<file path="src/core/ipfc_pkg.sv">
// package: register map, field positions and carrier types of the irq block
package ipfc_pkg;
	localparam int IPFC_NPINS = 20;
	localparam int IPFC_NSRC = 15;
	localparam int IPFC_NEV = 6;

	// byte offsets on the wishbone bus
	localparam logic [7:0] IPFC_OFS_TIMER_PIN_CONTROL = 8'h88;
	localparam logic [7:0] IPFC_OFS_CORE_PRIORITY = 8'hB8;
	localparam logic [7:0] IPFC_OFS_EXTENDED_PRIORITY = 8'hF8;
	localparam logic [7:0] IPFC_OFS_EXTENDED_FLAGS = 8'hE0;
	localparam logic [7:0] IPFC_OFS_EV_STATUS = 8'hC0;
	localparam logic [7:0] IPFC_OFS_EV_CLEAR = 8'hC4;
	localparam logic [7:0] IPFC_OFS_EV_ENABLE = 8'hC8;
	localparam logic [7:0] IPFC_OFS_PIN_ENABLE = 8'hD0;
	localparam logic [7:0] IPFC_OFS_PIN_LINE_SEL = 8'hD4;
	localparam logic [7:0] IPFC_OFS_PIN_RISE_EN = 8'hD8;
	localparam logic [7:0] IPFC_OFS_PIN_FALL_EN = 8'hDC;

	// values after reset
	localparam logic [7:0] IPFC_RST_BYTE = 8'h00;
	localparam logic [19:0] IPFC_RST_PIN = 20'h00000;

	// timer_pin_control fields
	localparam int IPFC_TPC_T1_OVF = 7;
	localparam int IPFC_TPC_T1_RUN = 6;
	localparam int IPFC_TPC_T0_OVF = 5;
	localparam int IPFC_TPC_T0_RUN = 4;
	localparam int IPFC_TPC_PB_FLAG = 3;
	localparam int IPFC_TPC_PB_TRIG = 2;
	localparam int IPFC_TPC_PA_FLAG = 1;
	localparam int IPFC_TPC_PA_TRIG = 0;
	localparam logic [7:0] IPFC_TPC_FLAG_MASK = 8'hAA;

	// extended_flags: held i2c master bit position and mask of the bits mirrored live from the peripherals
	localparam int IPFC_EXF_I2CM = 0;
	localparam logic [7:0] IPFC_EXF_LIVE_MASK = 8'hEE;

	// event status bit positions
	localparam int IPFC_EV_PIN_A = 0;
	localparam int IPFC_EV_PIN_B = 1;
	localparam int IPFC_EV_TMR0 = 2;
	localparam int IPFC_EV_TMR1 = 3;
	localparam int IPFC_EV_I2CM = 4;
	localparam int IPFC_EV_WAKE = 5;

	// natural-order source numbers of the two timers
	localparam logic [3:0] IPFC_SRC_TIMER0 = 4'h1;
	localparam logic [3:0] IPFC_SRC_TIMER1 = 4'h3;

	typedef struct packed {
		logic [IPFC_NPINS-1:0] enable;
		logic [IPFC_NPINS-1:0] line_b_sel;
		logic [IPFC_NPINS-1:0] rise_en;
		logic [IPFC_NPINS-1:0] fall_en;
	} ipfc_pin_cfg_t;

	typedef struct packed {
		logic line_a;
		logic line_b;
		logic wake;
	} ipfc_pin_evt_t;

	typedef struct packed {
		logic valid;
		logic high;
		logic [3:0] src;
	} ipfc_grant_t;
endpackage

</file>
<file path="src/core/ipfc_pin_edge.sv">
// gpio synchroniser and edge detector feeding pin lines a and b
`timescale 1ns/10ps
`default_nettype none
module ipfc_pin_edge import ipfc_pkg::*; (
	input wire logic clk,
	input wire logic resetn,
	input wire logic [IPFC_NPINS-1:0] pins,
	input wire ipfc_pin_cfg_t cfg,
	output var ipfc_pin_evt_t evt
);
	typedef struct packed {
		logic [IPFC_NPINS-1:0] meta;
		logic [IPFC_NPINS-1:0] sync;
		logic [IPFC_NPINS-1:0] prev;
		logic [1:0] warm;
		ipfc_pin_evt_t evt;
	} ipfc_edge_st_t;

	ipfc_edge_st_t state_ff;
	ipfc_edge_st_t nxt_state;
	logic [IPFC_NPINS-1:0] hit;

	always_comb begin
		nxt_state = state_ff;
		nxt_state.meta = pins;
		// meta stage feeds only the sync stage
		nxt_state.sync = state_ff.meta;
		nxt_state.prev = state_ff.sync;
		// no edges until prev holds a real level, else idle-high pins fire
		if (!(&state_ff.warm)) begin
			nxt_state.warm = state_ff.warm + 2'h1;
		end
		hit = {IPFC_NPINS{&state_ff.warm}} & cfg.enable &
			((cfg.rise_en & state_ff.sync & ~state_ff.prev) |
			(cfg.fall_en & ~state_ff.sync & state_ff.prev));
		nxt_state.evt.line_a = |(hit & ~cfg.line_b_sel);
		nxt_state.evt.line_b = |(hit & cfg.line_b_sel);
		nxt_state.evt.wake = |hit;
	end

	always_ff @(posedge clk) begin
		if (!resetn) begin
			state_ff <= '0;
		end else begin
			state_ff <= nxt_state;
		end
	end

	assign evt = state_ff.evt;
endmodule // ipfc_pin_edge
`default_nettype wire

</file>
<file path="src/core/ipfc_prio_resolve.sv">
// two-level priority resolver over the fifteen sources
`timescale 1ns/10ps
`default_nettype none
module ipfc_prio_resolve import ipfc_pkg::*; (
	input wire logic clk,
	input wire logic resetn,
	input wire logic [IPFC_NSRC-1:0] req,
	input wire logic [IPFC_NSRC-1:0] prio,
	output var ipfc_grant_t grant
);
	typedef struct packed {
		ipfc_grant_t grant;
	} ipfc_res_st_t;

	ipfc_res_st_t state_ff;
	ipfc_res_st_t nxt_state;
	logic hi_any;
	logic lo_any;
	logic [3:0] hi_src;
	logic [3:0] lo_src;

	always_comb begin
		hi_any = 1'b0;
		lo_any = 1'b0;
		hi_src = 4'h0;
		lo_src = 4'h0;
		// walk downward so the lowest natural number wins
		for (int i = IPFC_NSRC - 1; i >= 0; i--) begin
			if (req[i] && prio[i]) begin
				hi_any = 1'b1;
				hi_src = 4'(i);
			end
			if (req[i] && !prio[i]) begin
				lo_any = 1'b1;
				lo_src = 4'(i);
			end
		end
		nxt_state = state_ff;
		nxt_state.grant.valid = hi_any | lo_any;
		nxt_state.grant.high = hi_any;
		nxt_state.grant.src = hi_any ? hi_src : lo_src;
	end

	always_ff @(posedge clk) begin
		if (!resetn) begin
			state_ff <= '0;
		end else begin
			state_ff <= nxt_state;
		end
	end

	assign grant = state_ff.grant;
endmodule // ipfc_prio_resolve
`default_nettype wire

</file>
<file path="src/core/ipfc_irq_ctrl.sv">
// interrupt priority, flag and pin trigger control with wishbone registers
`timescale 1ns/10ps
`default_nettype none
// Operation
// - core priority bits per internal source
// - extended priority bits per peripheral group
// - priority one means high level
// - high level always before low level
// - extended flag register bit layout
// - only i2c master flag is writable
// - peripheral flags in bits 7..5 and 3..1 mirrored live, bit 4 reads zero
// - each pin routes to line a or b
// - rising, falling or both edges, also wake
// - timer1 overflow cleared on service entry
// - timer0 overflow cleared on service entry
// - timer1 runs while its run bit set
// - timer0 runs while its run bit set
// - pin line b flag set by hardware
// - pin line a flag set by hardware
// - line a trigger select, keep zero
module ipfc_irq_ctrl import ipfc_pkg::*; (
	input wire logic CLK_SYS,
	input wire logic RESETN,
	input wire logic WB_CYC_I,
	input wire logic WB_STB_I,
	input wire logic WB_WE_I,
	input wire logic [7:0] WB_ADR_I,
	input wire logic [3:0] WB_SEL_I,
	input wire logic [31:0] WB_DAT_I,
	output logic [31:0] WB_DAT_O,
	output logic WB_ACK_O,
	input wire logic [IPFC_NPINS-1:0] GPIO_I,
	input wire logic TIMER0_OVF_I,
	input wire logic TIMER1_OVF_I,
	input wire logic I2CM_EVT_I,
	input wire logic [2:0] CORE_FLAG_I,
	input wire logic [7:0] EXT_FLAG_I,
	input wire logic IRQ_ENTER_I,
	input wire logic [3:0] IRQ_ENTER_SRC_I,
	output logic TIMER0_RUN_O,
	output logic TIMER1_RUN_O,
	output logic WAKE_O,
	output logic SVC_VALID_O,
	output logic SVC_HIGH_O,
	output logic [3:0] SVC_SRC_O,
	output logic IRQ_O
);
	typedef struct packed {
		logic [7:0] tpc;
		logic [6:0] core_prio;
		logic [7:0] ext_prio;
		logic i2cm_flag;
		logic [IPFC_NEV-1:0] ev_status;
		logic [IPFC_NEV-1:0] ev_enable;
		ipfc_pin_cfg_t pin_cfg;
		logic pa_prev;
		logic pb_prev;
		logic ack;
		logic [31:0] rdata;
		logic irq;
	} ipfc_main_st_t;

	ipfc_main_st_t state_ff;
	ipfc_main_st_t nxt_state;
	ipfc_pin_evt_t pin_evt;
	ipfc_grant_t grant;
	logic [IPFC_NSRC-1:0] req_vec;
	logic [IPFC_NSRC-1:0] prio_vec;
	logic bus_req;
	logic wr_now;
	logic lane0;
	logic [7:0] wd;
	logic pa_set;
	logic pb_set;
	logic [IPFC_NEV-1:0] ev_set;
	logic [IPFC_NEV-1:0] ev_clr;

	function automatic logic hit(input logic [7:0] adr, input logic [7:0] ofs);
		return adr[7:2] == ofs[7:2];
	endfunction

	function automatic logic [IPFC_NPINS-1:0] merge20(
		input logic [IPFC_NPINS-1:0] old,
		input logic [31:0] dat,
		input logic [3:0] sel);
		logic [31:0] res;
		res = {12'h000, old};
		for (int b = 0; b < 3; b++) begin
			if (sel[b]) begin
				res[8*b +: 8] = dat[8*b +: 8];
			end
		end
		return res[IPFC_NPINS-1:0];
	endfunction

	ipfc_pin_edge u_pin_edge (
		.clk(CLK_SYS),
		.resetn(RESETN),
		.pins(GPIO_I),
		.cfg(state_ff.pin_cfg),
		.evt(pin_evt)
	);

	// source vector in natural order, lowest index first
	assign req_vec = {EXT_FLAG_I[7:1], state_ff.i2cm_flag, CORE_FLAG_I,
		state_ff.tpc[IPFC_TPC_T1_OVF], state_ff.tpc[IPFC_TPC_PB_FLAG],
		state_ff.tpc[IPFC_TPC_T0_OVF], state_ff.tpc[IPFC_TPC_PA_FLAG]};
	// core bits map to sources 0..6
	// extended bits map to sources 7..14
	assign prio_vec = {state_ff.ext_prio, state_ff.core_prio};

	ipfc_prio_resolve u_prio (
		.clk(CLK_SYS),
		.resetn(RESETN),
		.req(req_vec),
		.prio(prio_vec),
		.grant(grant)
	);

	always_comb begin
		nxt_state = state_ff;
		bus_req = WB_CYC_I & WB_STB_I;
		// writes land on the edge that also closes the ack cycle
		wr_now = bus_req & WB_WE_I & state_ff.ack;
		lane0 = WB_SEL_I[0];
		wd = WB_DAT_I[7:0];
		nxt_state.ack = bus_req & ~state_ff.ack;
		ev_clr = '0;

		if (wr_now && lane0) begin
			if (hit(WB_ADR_I, IPFC_OFS_TIMER_PIN_CONTROL)) begin
				nxt_state.tpc = (wd & ~IPFC_TPC_FLAG_MASK) |
					(state_ff.tpc & wd & IPFC_TPC_FLAG_MASK);
			end
			if (hit(WB_ADR_I, IPFC_OFS_CORE_PRIORITY)) begin
				nxt_state.core_prio = wd[6:0];
			end
			if (hit(WB_ADR_I, IPFC_OFS_EXTENDED_PRIORITY)) begin
				nxt_state.ext_prio = wd;
			end
			// only bit 0 reacts, and only by clearing
			if (hit(WB_ADR_I, IPFC_OFS_EXTENDED_FLAGS)) begin
				nxt_state.i2cm_flag = state_ff.i2cm_flag & wd[IPFC_EXF_I2CM];
			end
			if (hit(WB_ADR_I, IPFC_OFS_EV_CLEAR)) begin
				ev_clr = wd[IPFC_NEV-1:0];
			end
			if (hit(WB_ADR_I, IPFC_OFS_EV_ENABLE)) begin
				nxt_state.ev_enable = wd[IPFC_NEV-1:0];
			end
		end
		if (wr_now) begin
			if (hit(WB_ADR_I, IPFC_OFS_PIN_ENABLE)) begin
				nxt_state.pin_cfg.enable =
					merge20(state_ff.pin_cfg.enable, WB_DAT_I, WB_SEL_I);
			end
			if (hit(WB_ADR_I, IPFC_OFS_PIN_LINE_SEL)) begin
				nxt_state.pin_cfg.line_b_sel =
					merge20(state_ff.pin_cfg.line_b_sel, WB_DAT_I, WB_SEL_I);
			end
			if (hit(WB_ADR_I, IPFC_OFS_PIN_RISE_EN)) begin
				nxt_state.pin_cfg.rise_en =
					merge20(state_ff.pin_cfg.rise_en, WB_DAT_I, WB_SEL_I);
			end
			if (hit(WB_ADR_I, IPFC_OFS_PIN_FALL_EN)) begin
				nxt_state.pin_cfg.fall_en =
					merge20(state_ff.pin_cfg.fall_en, WB_DAT_I, WB_SEL_I);
			end
		end

		if (IRQ_ENTER_I && IRQ_ENTER_SRC_I == IPFC_SRC_TIMER1) begin
			nxt_state.tpc[IPFC_TPC_T1_OVF] = 1'b0;
		end
		if (IRQ_ENTER_I && IRQ_ENTER_SRC_I == IPFC_SRC_TIMER0) begin
			nxt_state.tpc[IPFC_TPC_T0_OVF] = 1'b0;
		end

		// edge mode only reacts to a new line event
		pa_set = state_ff.tpc[IPFC_TPC_PA_TRIG] ?
			(pin_evt.line_a & ~state_ff.pa_prev) : pin_evt.line_a;
		// line b trigger select, same meaning
		pb_set = state_ff.tpc[IPFC_TPC_PB_TRIG] ?
			(pin_evt.line_b & ~state_ff.pb_prev) : pin_evt.line_b;
		nxt_state.pa_prev = pin_evt.line_a;
		nxt_state.pb_prev = pin_evt.line_b;

		// hardware sets come last so a set beats a same-cycle clear
		// line a flag set by pin event
		if (pa_set) begin
			nxt_state.tpc[IPFC_TPC_PA_FLAG] = 1'b1;
		end
		// line b flag set by pin event
		if (pb_set) begin
			nxt_state.tpc[IPFC_TPC_PB_FLAG] = 1'b1;
		end
		if (TIMER0_OVF_I) begin
			nxt_state.tpc[IPFC_TPC_T0_OVF] = 1'b1;
		end
		if (TIMER1_OVF_I) begin
			nxt_state.tpc[IPFC_TPC_T1_OVF] = 1'b1;
		end
		if (I2CM_EVT_I) begin
			nxt_state.i2cm_flag = 1'b1;
		end

		ev_set = '0;
		ev_set[IPFC_EV_PIN_A] = pa_set;
		ev_set[IPFC_EV_PIN_B] = pb_set;
		ev_set[IPFC_EV_TMR0] = TIMER0_OVF_I;
		ev_set[IPFC_EV_TMR1] = TIMER1_OVF_I;
		ev_set[IPFC_EV_I2CM] = I2CM_EVT_I;
		ev_set[IPFC_EV_WAKE] = pin_evt.wake;
		nxt_state.ev_status = (state_ff.ev_status & ~ev_clr) | ev_set;
		nxt_state.irq = |(state_ff.ev_status & state_ff.ev_enable);

		// read data is captured on the request edge, shown with ack
		if (bus_req && !state_ff.ack) begin
			nxt_state.rdata = '0;
			case ({WB_ADR_I[7:2], 2'b00})
				IPFC_OFS_TIMER_PIN_CONTROL: begin
					nxt_state.rdata[7:0] = state_ff.tpc;
				end
				IPFC_OFS_CORE_PRIORITY: begin
					nxt_state.rdata[6:0] = state_ff.core_prio;
				end
				IPFC_OFS_EXTENDED_PRIORITY: begin
					nxt_state.rdata[7:0] = state_ff.ext_prio;
				end
				IPFC_OFS_EXTENDED_FLAGS: begin
					// live mirror plus held i2c bit
					nxt_state.rdata[7:0] = (EXT_FLAG_I & IPFC_EXF_LIVE_MASK) |
						{7'h00, state_ff.i2cm_flag};
				end
				IPFC_OFS_EV_STATUS: begin
					nxt_state.rdata[IPFC_NEV-1:0] = state_ff.ev_status;
				end
				IPFC_OFS_EV_ENABLE: begin
					nxt_state.rdata[IPFC_NEV-1:0] = state_ff.ev_enable;
				end
				IPFC_OFS_PIN_ENABLE: begin
					nxt_state.rdata[IPFC_NPINS-1:0] = state_ff.pin_cfg.enable;
				end
				IPFC_OFS_PIN_LINE_SEL: begin
					nxt_state.rdata[IPFC_NPINS-1:0] = state_ff.pin_cfg.line_b_sel;
				end
				IPFC_OFS_PIN_RISE_EN: begin
					nxt_state.rdata[IPFC_NPINS-1:0] = state_ff.pin_cfg.rise_en;
				end
				IPFC_OFS_PIN_FALL_EN: begin
					nxt_state.rdata[IPFC_NPINS-1:0] = state_ff.pin_cfg.fall_en;
				end
				default: begin
					nxt_state.rdata = '0;
				end
			endcase
		end
	end

	always_ff @(posedge CLK_SYS) begin
		if (!RESETN) begin
			state_ff <= '0;
		end else begin
			state_ff <= nxt_state;
		end
	end

	assign WB_DAT_O = state_ff.rdata;
	assign WB_ACK_O = state_ff.ack;
	assign TIMER1_RUN_O = state_ff.tpc[IPFC_TPC_T1_RUN];
	assign TIMER0_RUN_O = state_ff.tpc[IPFC_TPC_T0_RUN];
	assign WAKE_O = pin_evt.wake;
	assign SVC_VALID_O = grant.valid;
	assign SVC_HIGH_O = grant.high;
	assign SVC_SRC_O = grant.src;
	assign IRQ_O = state_ff.irq;
endmodule // ipfc_irq_ctrl
`default_nettype wire

</file>
<file path="config.mk">
export PLATFORM = sky130hd
export DESIGN_NAME = ipfc_irq_ctrl
export DESIGN_NICKNAME = d
export VERILOG_FILES = /design/src/core/ipfc_pkg.sv /design/src/core/ipfc_pin_edge.sv /design/src/core/ipfc_prio_resolve.sv /design/src/core/ipfc_irq_ctrl.sv
export SDC_FILE = /design/constraint.sdc
export NUM_CORES = 1
export LEC_CHECK = 0
export BUFFER_PORTS_ARGS = -buffer_cell sky130_fd_sc_hd__buf_2
export CAP_MARGIN = 20
export CORE_AREA = 4 4 144 146
export CTS_CLUSTER_SIZE = 14
export DETAILED_ROUTE_END_ITERATION = 8
export DIE_AREA = 0 0 148 150
export GPL_TIMING_DRIVEN = 0
export MAX_ROUTING_LAYER = met4
export PLACE_DENSITY = 0.86
export SETUP_SLACK_MARGIN = 0.05
export SLEW_MARGIN = 20
export SYNTH_ARGS = -nofsm -noshare
export SYNTH_HDL_FRONTEND = slang
export SYNTH_HIERARCHICAL = 1
export SYNTH_SLANG_ARGS = --single-unit
</file>
<file path="constraint.sdc">
create_clock -name CLK_SYS -period 1.8 [get_ports CLK_SYS]
set_input_delay 0.36 -clock CLK_SYS [delete_from_list [all_inputs] [get_ports CLK_SYS]]
set_output_delay 0.36 -clock CLK_SYS [all_outputs]
set_load 0.01 [all_outputs]
</file>
# Word-level counts from Yosys, hierarchy flattened

Index checks and enable logic that the tools add are counted.

Bits in registers: 211
Latch bits: 0
RAM bits: 0
Bits in read-only memories: 0
Logic and storage cells: 248
Memories kept: 0

Add/subtract/negate cells: 1
$mul: 0
Div/mod/pow operators: 0
Magnitude comparators: 0
Equality and inequality tests: 13
Shift-type cells: 0
Mux-type cells: 81
Bitwise logic cells: 30
Reductions and logical operators: 86

Operators by type and width:

| cell               | count |
|---|---|
| $and 20x20->20     | 8 |
| $mux 4             | 31 |
| $eq 6x6->1 const B | 11 |
| $not 20->20        | 3 |
| $pmux 6 s10        | 1 |
| $reduce_or 20->1   | 3 |
| $pmux 12 s4        | 1 |
| $mux 1             | 40 |
| $reduce_and 3->1   | 12 |
| $logic_and 1x1->1  | 34 |
| $mux 24            | 1 |
| $or 20x20->20      | 1 |
| $reduce_and 2->1   | 10 |
| $logic_not 1->1    | 16 |
| $mux 8             | 2 |
| $and 6x6->6        | 2 |
| $mux 6             | 2 |
| $reduce_bool 2->1  | 6 |
| $reduce_bool 3->1  | 4 |
| $and 8x8->8        | 1 |
| $or 7x8->8         | 1 |
| $or 8x1->8         | 1 |
| $pmux 1 s8         | 1 |
| $and 1x1->1        | 7 |
| 10 further kinds   | 12 |

# Depth between registers and ports, before layout

Word-level depth: 18
Mapped depth: 7
Depth with buffers taken out: 6

# By module

Netlist, hierarchy kept.

By module, submodules not included:

| module            | times used | cells an instance | area an instance (µm²) |
|---|---|---|---|
| ipfc_irq_ctrl     | 1          | 617               | 6533.8 |
| ipfc_pin_edge     | 1          | 281               | 2678.8 |
| ipfc_prio_resolve | 1          | 93                | 700.7 |

# Worst setup path after synthesis

No wires, ideal clock.

Path kind: input to register
Start point: input port EXT_FLAG_I[4]
End point: register u_prio.state_ff, in the netlist u_prio/grant[5]
Arrival time: 1.606 ns
Required time: 1.678 ns
Setup slack: 0.072 ns
Cell stages on the path: 4
Path through: a22o_1 nand2b_4 or4_4 o31a_2

Longest elaborated chain between the ends: 14

Ends and longest elaborated chain:

| what                                     | line                                             | source |
|---|---|---|
| start, declared                          | ipfc_irq_ctrl.sv:37                              | `input wire logic [7:0] EXT_FLAG_I,` |
| $logic_and 1x1->1 (on tied branches)     | ipfc_prio_resolve.sv:29, ipfc_prio_resolve.sv:33 |  |
| $mux 1 (on tied branches) (12 in series) | ipfc_prio_resolve.sv:29, ipfc_prio_resolve.sv:33 |  |
| $or 1x1->1 *                             | ipfc_prio_resolve.sv:39                          | `nxt_state.grant.valid = hi_any \| lo_any;` |
| end signal, assigned                     | ipfc_prio_resolve.sv:48                          | `state_ff <= nxt_state;` |
| end, declared                            | ipfc_prio_resolve.sv:15                          | `ipfc_res_st_t state_ff;` |

Mark *: on every way between the ends. The rest lies on a longest branch, timed or not.
A chain may end at the register's enable or synchronous reset.

# Worst setup path after layout

Start point: register u_pin_edge/state_ff[4] (netlist name)
End point: register u_pin_edge.state_ff, in the netlist u_pin_edge/evt[2]

Longest elaborated chain between the ends: 5

Ends and longest elaborated chain:

| what                         | line                | source |
|---|---|---|
| start, declared              | ipfc_pin_edge.sv:19 | `ipfc_edge_st_t state_ff;` |
| start signal, assigned       | ipfc_pin_edge.sv:45 | `state_ff <= nxt_state;` |
| $reduce_and 2->1             | ipfc_pin_edge.sv:33 | `hit = {IPFC_NPINS{&state_ff.warm}} & cfg.enable &` |
| $and 20x20->20 (2 in series) | ipfc_pin_edge.sv:33 |  |
| $and 20x20->20               | ipfc_pin_edge.sv:36 | `nxt_state.evt.line_a = \|(hit & ~cfg.line_b_sel);` |
| $reduce_or 20->1             | ipfc_pin_edge.sv:36 |  |

Every way passes these cells.

==> results.sh <==
export IMPL_worst_slack_ns=-0.0283
export IMPL_worst_ep_arrival_time_ns=2.23
export IMPL_leading_post_synthesis_cells_by_cell_area="sky130_fd_sc_hd__dfxtp_1, sky130_fd_sc_hd__mux2i_1, sky130_fd_sc_hd__and2_1, sky130_fd_sc_hd__nor2_1, sky130_fd_sc_hd__mux4_2"
export IMPL_worst_path_max_delay_cell="sky130_fd_sc_hd__o41a_1"
export IMPL_wl_met3_um=3000
export IMPL_timing_setup_tns_ns=-0.0384
export IMPL_insertion_delay_ns=0.52
export IMPL_critical_path_peak_fanout=6
export IMPL_final_estimated_routing_congestion_in_global_placement=0.996
export IMPL_floorplan_die_height_um=150
export IMPL_start_kind="flop"
export IMPL_first_global_vias=8123
export IMPL_timing_final_crit_period_ns=1.83
export IMPL_crit_required_ns=2.20
export IMPL_cp_cell_sequence="ha_4 -> buf_8 -> nand2_4 -> a211oi_4 -> a2111oi_4 -> nand4_1 -> o41a_1"
export IMPL_top_count_cell_post_synth="sky130_fd_sc_hd__dfxtp_1"
export IMPL_hold_end="u_pin_edge/nxt_state[37]"
export IMPL_cts_sink_count=211
export IMPL_global_route_overflow_total=0
export IMPL_critical_path_reg2reg_startpoint="u_pin_edge/state_ff[4]"
export IMPL_asyncSetResetFlopFracSynth_pct=0
export IMPL_cts_buffers_inserted=23
export IMPL_timing_clock_skew_ns=0.00852
export IMPL_mappedNetlistArea_um2=9910
export IMPL_cts_path_max_buffers=3
export IMPL_drive_above_1_share_pct=24.9
export IMPL_clkTransAtPathRegs_ns=0.06
export IMPL_power_share_combinational_pct=7.3
export IMPL_internal_power_mw=8.08
export IMPL_final_instance_count_excl_fill=1424
export IMPL_hold_crit_start="GPIO_I[12]"
export IMPL_syn2layout_area_growth_pct=20.5
export IMPL_drc_errors=0
export IMPL_crit_path_end_kind="flop"
export IMPL_synth_seq_cells=211
export IMPL_detail_route_first_pass_iterations=6
export IMPL_yosysTopAreaCellShare_pct=42.6
export IMPL_hold_buffers=0
export IMPL_reg2reg_slack_ns=-0.03
export IMPL_topRoutingLayerUsed="met4"
export IMPL_finalHoldViolCount=0
export IMPL_synth_cells_most_frequent="sky130_fd_sc_hd__dfxtp_1, sky130_fd_sc_hd__nor2_1, sky130_fd_sc_hd__mux2i_1, sky130_fd_sc_hd__and2_1, sky130_fd_sc_hd__nand2_1"
export IMPL_period_share_pct=102
export IMPL_power_sequential_fraction_pct=45.7
export IMPL_antenna_found_initial=2
export IMPL_numPlacedInstances=1361
export IMPL_synth_edff_count=0
export IMPL_yosys_synthesis_warning_count=6
export IMPL_grt_use_total_pct=26.6
export IMPL_hold_worst_slack_ns=0.0431
export IMPL_power_leakage_nw=5.44
export IMPL_synth_area_leader_cell="sky130_fd_sc_hd__dfxtp_1"
export IMPL_slew_viol_final=0
export IMPL_net_switching_power_mw=2.46
export IMPL_ys_types=85
export IMPL_cts_htree_levels=1
export IMPL_clock_tree_root_cell="sky130_fd_sc_hd__clkbuf_16"
export IMPL_drt_iter0_markers=1027
export IMPL_routed_via_count=8436
export IMPL_clkPwrFrac_pct=47.1
export IMPL_postSynthAreaPerCell_um2=10.0
export IMPL_detail_route_wirelength_met1_um=12300
export IMPL_ys_seq_area_share_pct=42.6
export IMPL_route_antenna_remaining_nets=0
export IMPL_pin_count_of_the_biggest_net_entering_global_routing=14
export IMPL_die_w_um=148
export IMPL_power_density_nw_per_um2=883
export IMPL_place_hpwl_um=21200
export IMPL_fp_dieArea_um2=22200
export IMPL_worst_slew_pin_transition_ns=0.804
export IMPL_power_switching_fraction_pct=23.4
export IMPL_highest_clock_rate_ghz=0.547
export IMPL_slew_limit_headroom_pct=46.0
export IMPL_setup_violations_final=2
export IMPL_layout_nets=1229
export IMPL_io_pins=131
export IMPL_route_detailed_vias_per_inst=5.92
export IMPL_worst_setup_path_type="reg -> reg"
export IMPL_min_path_type="in -> reg"
export IMPL_place_worst_setup_slack_ns=-0.300
export IMPL_route_detailed_wl_per_inst_um=21.2
export IMPL_num_rows=51
export IMPL_grt_first_pass_wirelength_um=45100
export IMPL_met2WireLength_um=13800
export IMPL_violations="negative setup slack"
export IMPL_synth_main_ff_cell="sky130_fd_sc_hd__dfxtp_1"
export IMPL_grt_setup_unrepaired="true"
export IMPL_power_ir_vdd_worst_mv=0.815
export IMPL_worstReg2RegEnd="u_pin_edge/evt[2]"
export IMPL_core_um2=19400
export IMPL_number_of_violations_of_the_max_capacitance_limit=0
export IMPL_status="complete, but fails checks"
export IMPL_crit_path_max_incr_delay_ns=0.40
export IMPL_detail_route_wirelength_um=30200
export IMPL_initial_utilization_pct=51.1
export IMPL_io_buffers=94
export IMPL_worstHoldPathCells=2
export IMPL_cts_tree="done"
export IMPL_worst_r2r_cell_count=7
export IMPL_synth_cells=991
-- kinds of logic (layout without fill, tap and decap cells) --
kind of cell | count (synthesis) | count (layout) | synth area share, %
AOI/OAI and AO/OA | 159 | 159 | 13.1
xor gates and xnor gates | 1 | 1 | 0.0884
and+or+nand+nor | 378 | 378 | 22.7
muxes | 131 | 131 | 15.1
buffers and inverters | 109 | 264 | 6.20
DFF | 211 | 211 | 42.6
other | 1 | 14 | 0.0378
adders and majority gates | 1 | 1 | 0.126
-- worst max-delay path by stage --
stage                                       from                 to  slack (ns)  depth (start not counted)
final                     u_pin_edge/state_ff[4]  u_pin_edge/evt[2]       -0.03                          7
after global routing                prio_vec[11]    u_prio/grant[0]       -0.09                          5
after CTS                           prio_vec[11]    u_prio/grant[0]       -0.02                          5
after detailed placement             WB_ADR_I[2]      state_ff[114]       -0.30                          7
after global placement               WB_ADR_I[3]       WB_DAT_O[17]       -0.31                          6
after floorplan                    EXT_FLAG_I[4]    u_prio/grant[5]        0.07                          4
-- cells in the final DEF, fill, tap and decap left out, drive strengths merged, types with 10 or more instances in the layout --
cell type,Yosys,final
nand2,44,44
a22o,18,18
a21boi,10,10
nor2,117,117
a21oi,30,30
mux2i,109,109
a22oi,25,25
conb,1,12
mux4,14,14
nand3,17,17
and3,12,12
and2,76,76
buf,59,172
nand4,23,23
nand3b,41,41
nor2b,14,14
clkbuf,29,62
inv,21,22
dfxtp,211,211
-- state kept, by name, indices dropped and copies added, names as in the netlist --
register and flops:
u_pin_edge/evt 3, u_pin_edge/state_ff 22, IRQ_O 1, state_ff 96
TIMER0_RUN_O 1, req_vec 5, WB_ACK_O 1, u_pin_edge/nxt_state 40
prio_vec 15, WB_DAT_O 20, TIMER1_RUN_O 1, u_prio/grant 6
-- timing repair --
item / 4_1_cts / 5_1_grt
pin swaps: 13 / 19
gates resized for setup: 23 / 33
cloned: 0 / 1
setup endpoints to repair: 31 / 57
setup buffers: 8 / 10
-- through the flow --
| stage | power (mW) | utilization (%) | cell area, µm² |
|---|---|---|---|
| after floorplan | 5.28 | - | 9950 |
| after global placement | 5.55 | 55.5 | 10800 |
| after detailed placement | 5.57 | 55.5 | 10800 |
| after CTS | 10.5 | 60.4 | 11700 |
| after global routing | 10.8 | 61.6 | 11900 |
| final | 10.5 | 61.6 | 11900 |
-- power groups by stage --
stage	Combinational, mW	Clock [mW]	Sequential, mW
after floorplan	0.391	0	4.89
after global placement	0.651	0	4.90
after detailed placement	0.659	0	4.91
after CTS	0.686	4.98	4.81
after global routing	0.816	5.19	4.82
final	0.767	4.96	4.81
-- critical path: cells and delay by family (launching register included) --
family                   cells  cell delay, ns
AO/OA/AOI/OAI                3            0.74
adder cells (fa/ha/maj)      1            0.19
buffers and inverters        1            0.15
flip-flops                   1            0.33
AND/OR/NAND/NOR              2            0.28
-- layout make-up --
type	count	area, µm²
antenna	2	5.00
buffer	88	568
clock buffer	33	663
clock inverter	9	144
fill	1629	7460
inverter	21	78.8
multi-input combinational	682	5280
sequential	211	4240
tap	265	332
timing repair buffer	113	638
-- layer usage --
layer | GRT usage [%] | up-vias
met2 | 41.4 | 485
met1 | 34.3 | 4029
met5 | - | -
li1 | - | 3837
met4 | 9.56 | 0
met3 | 5.66 | 85
No activity file was read; power rests on OpenSTA's default activity.
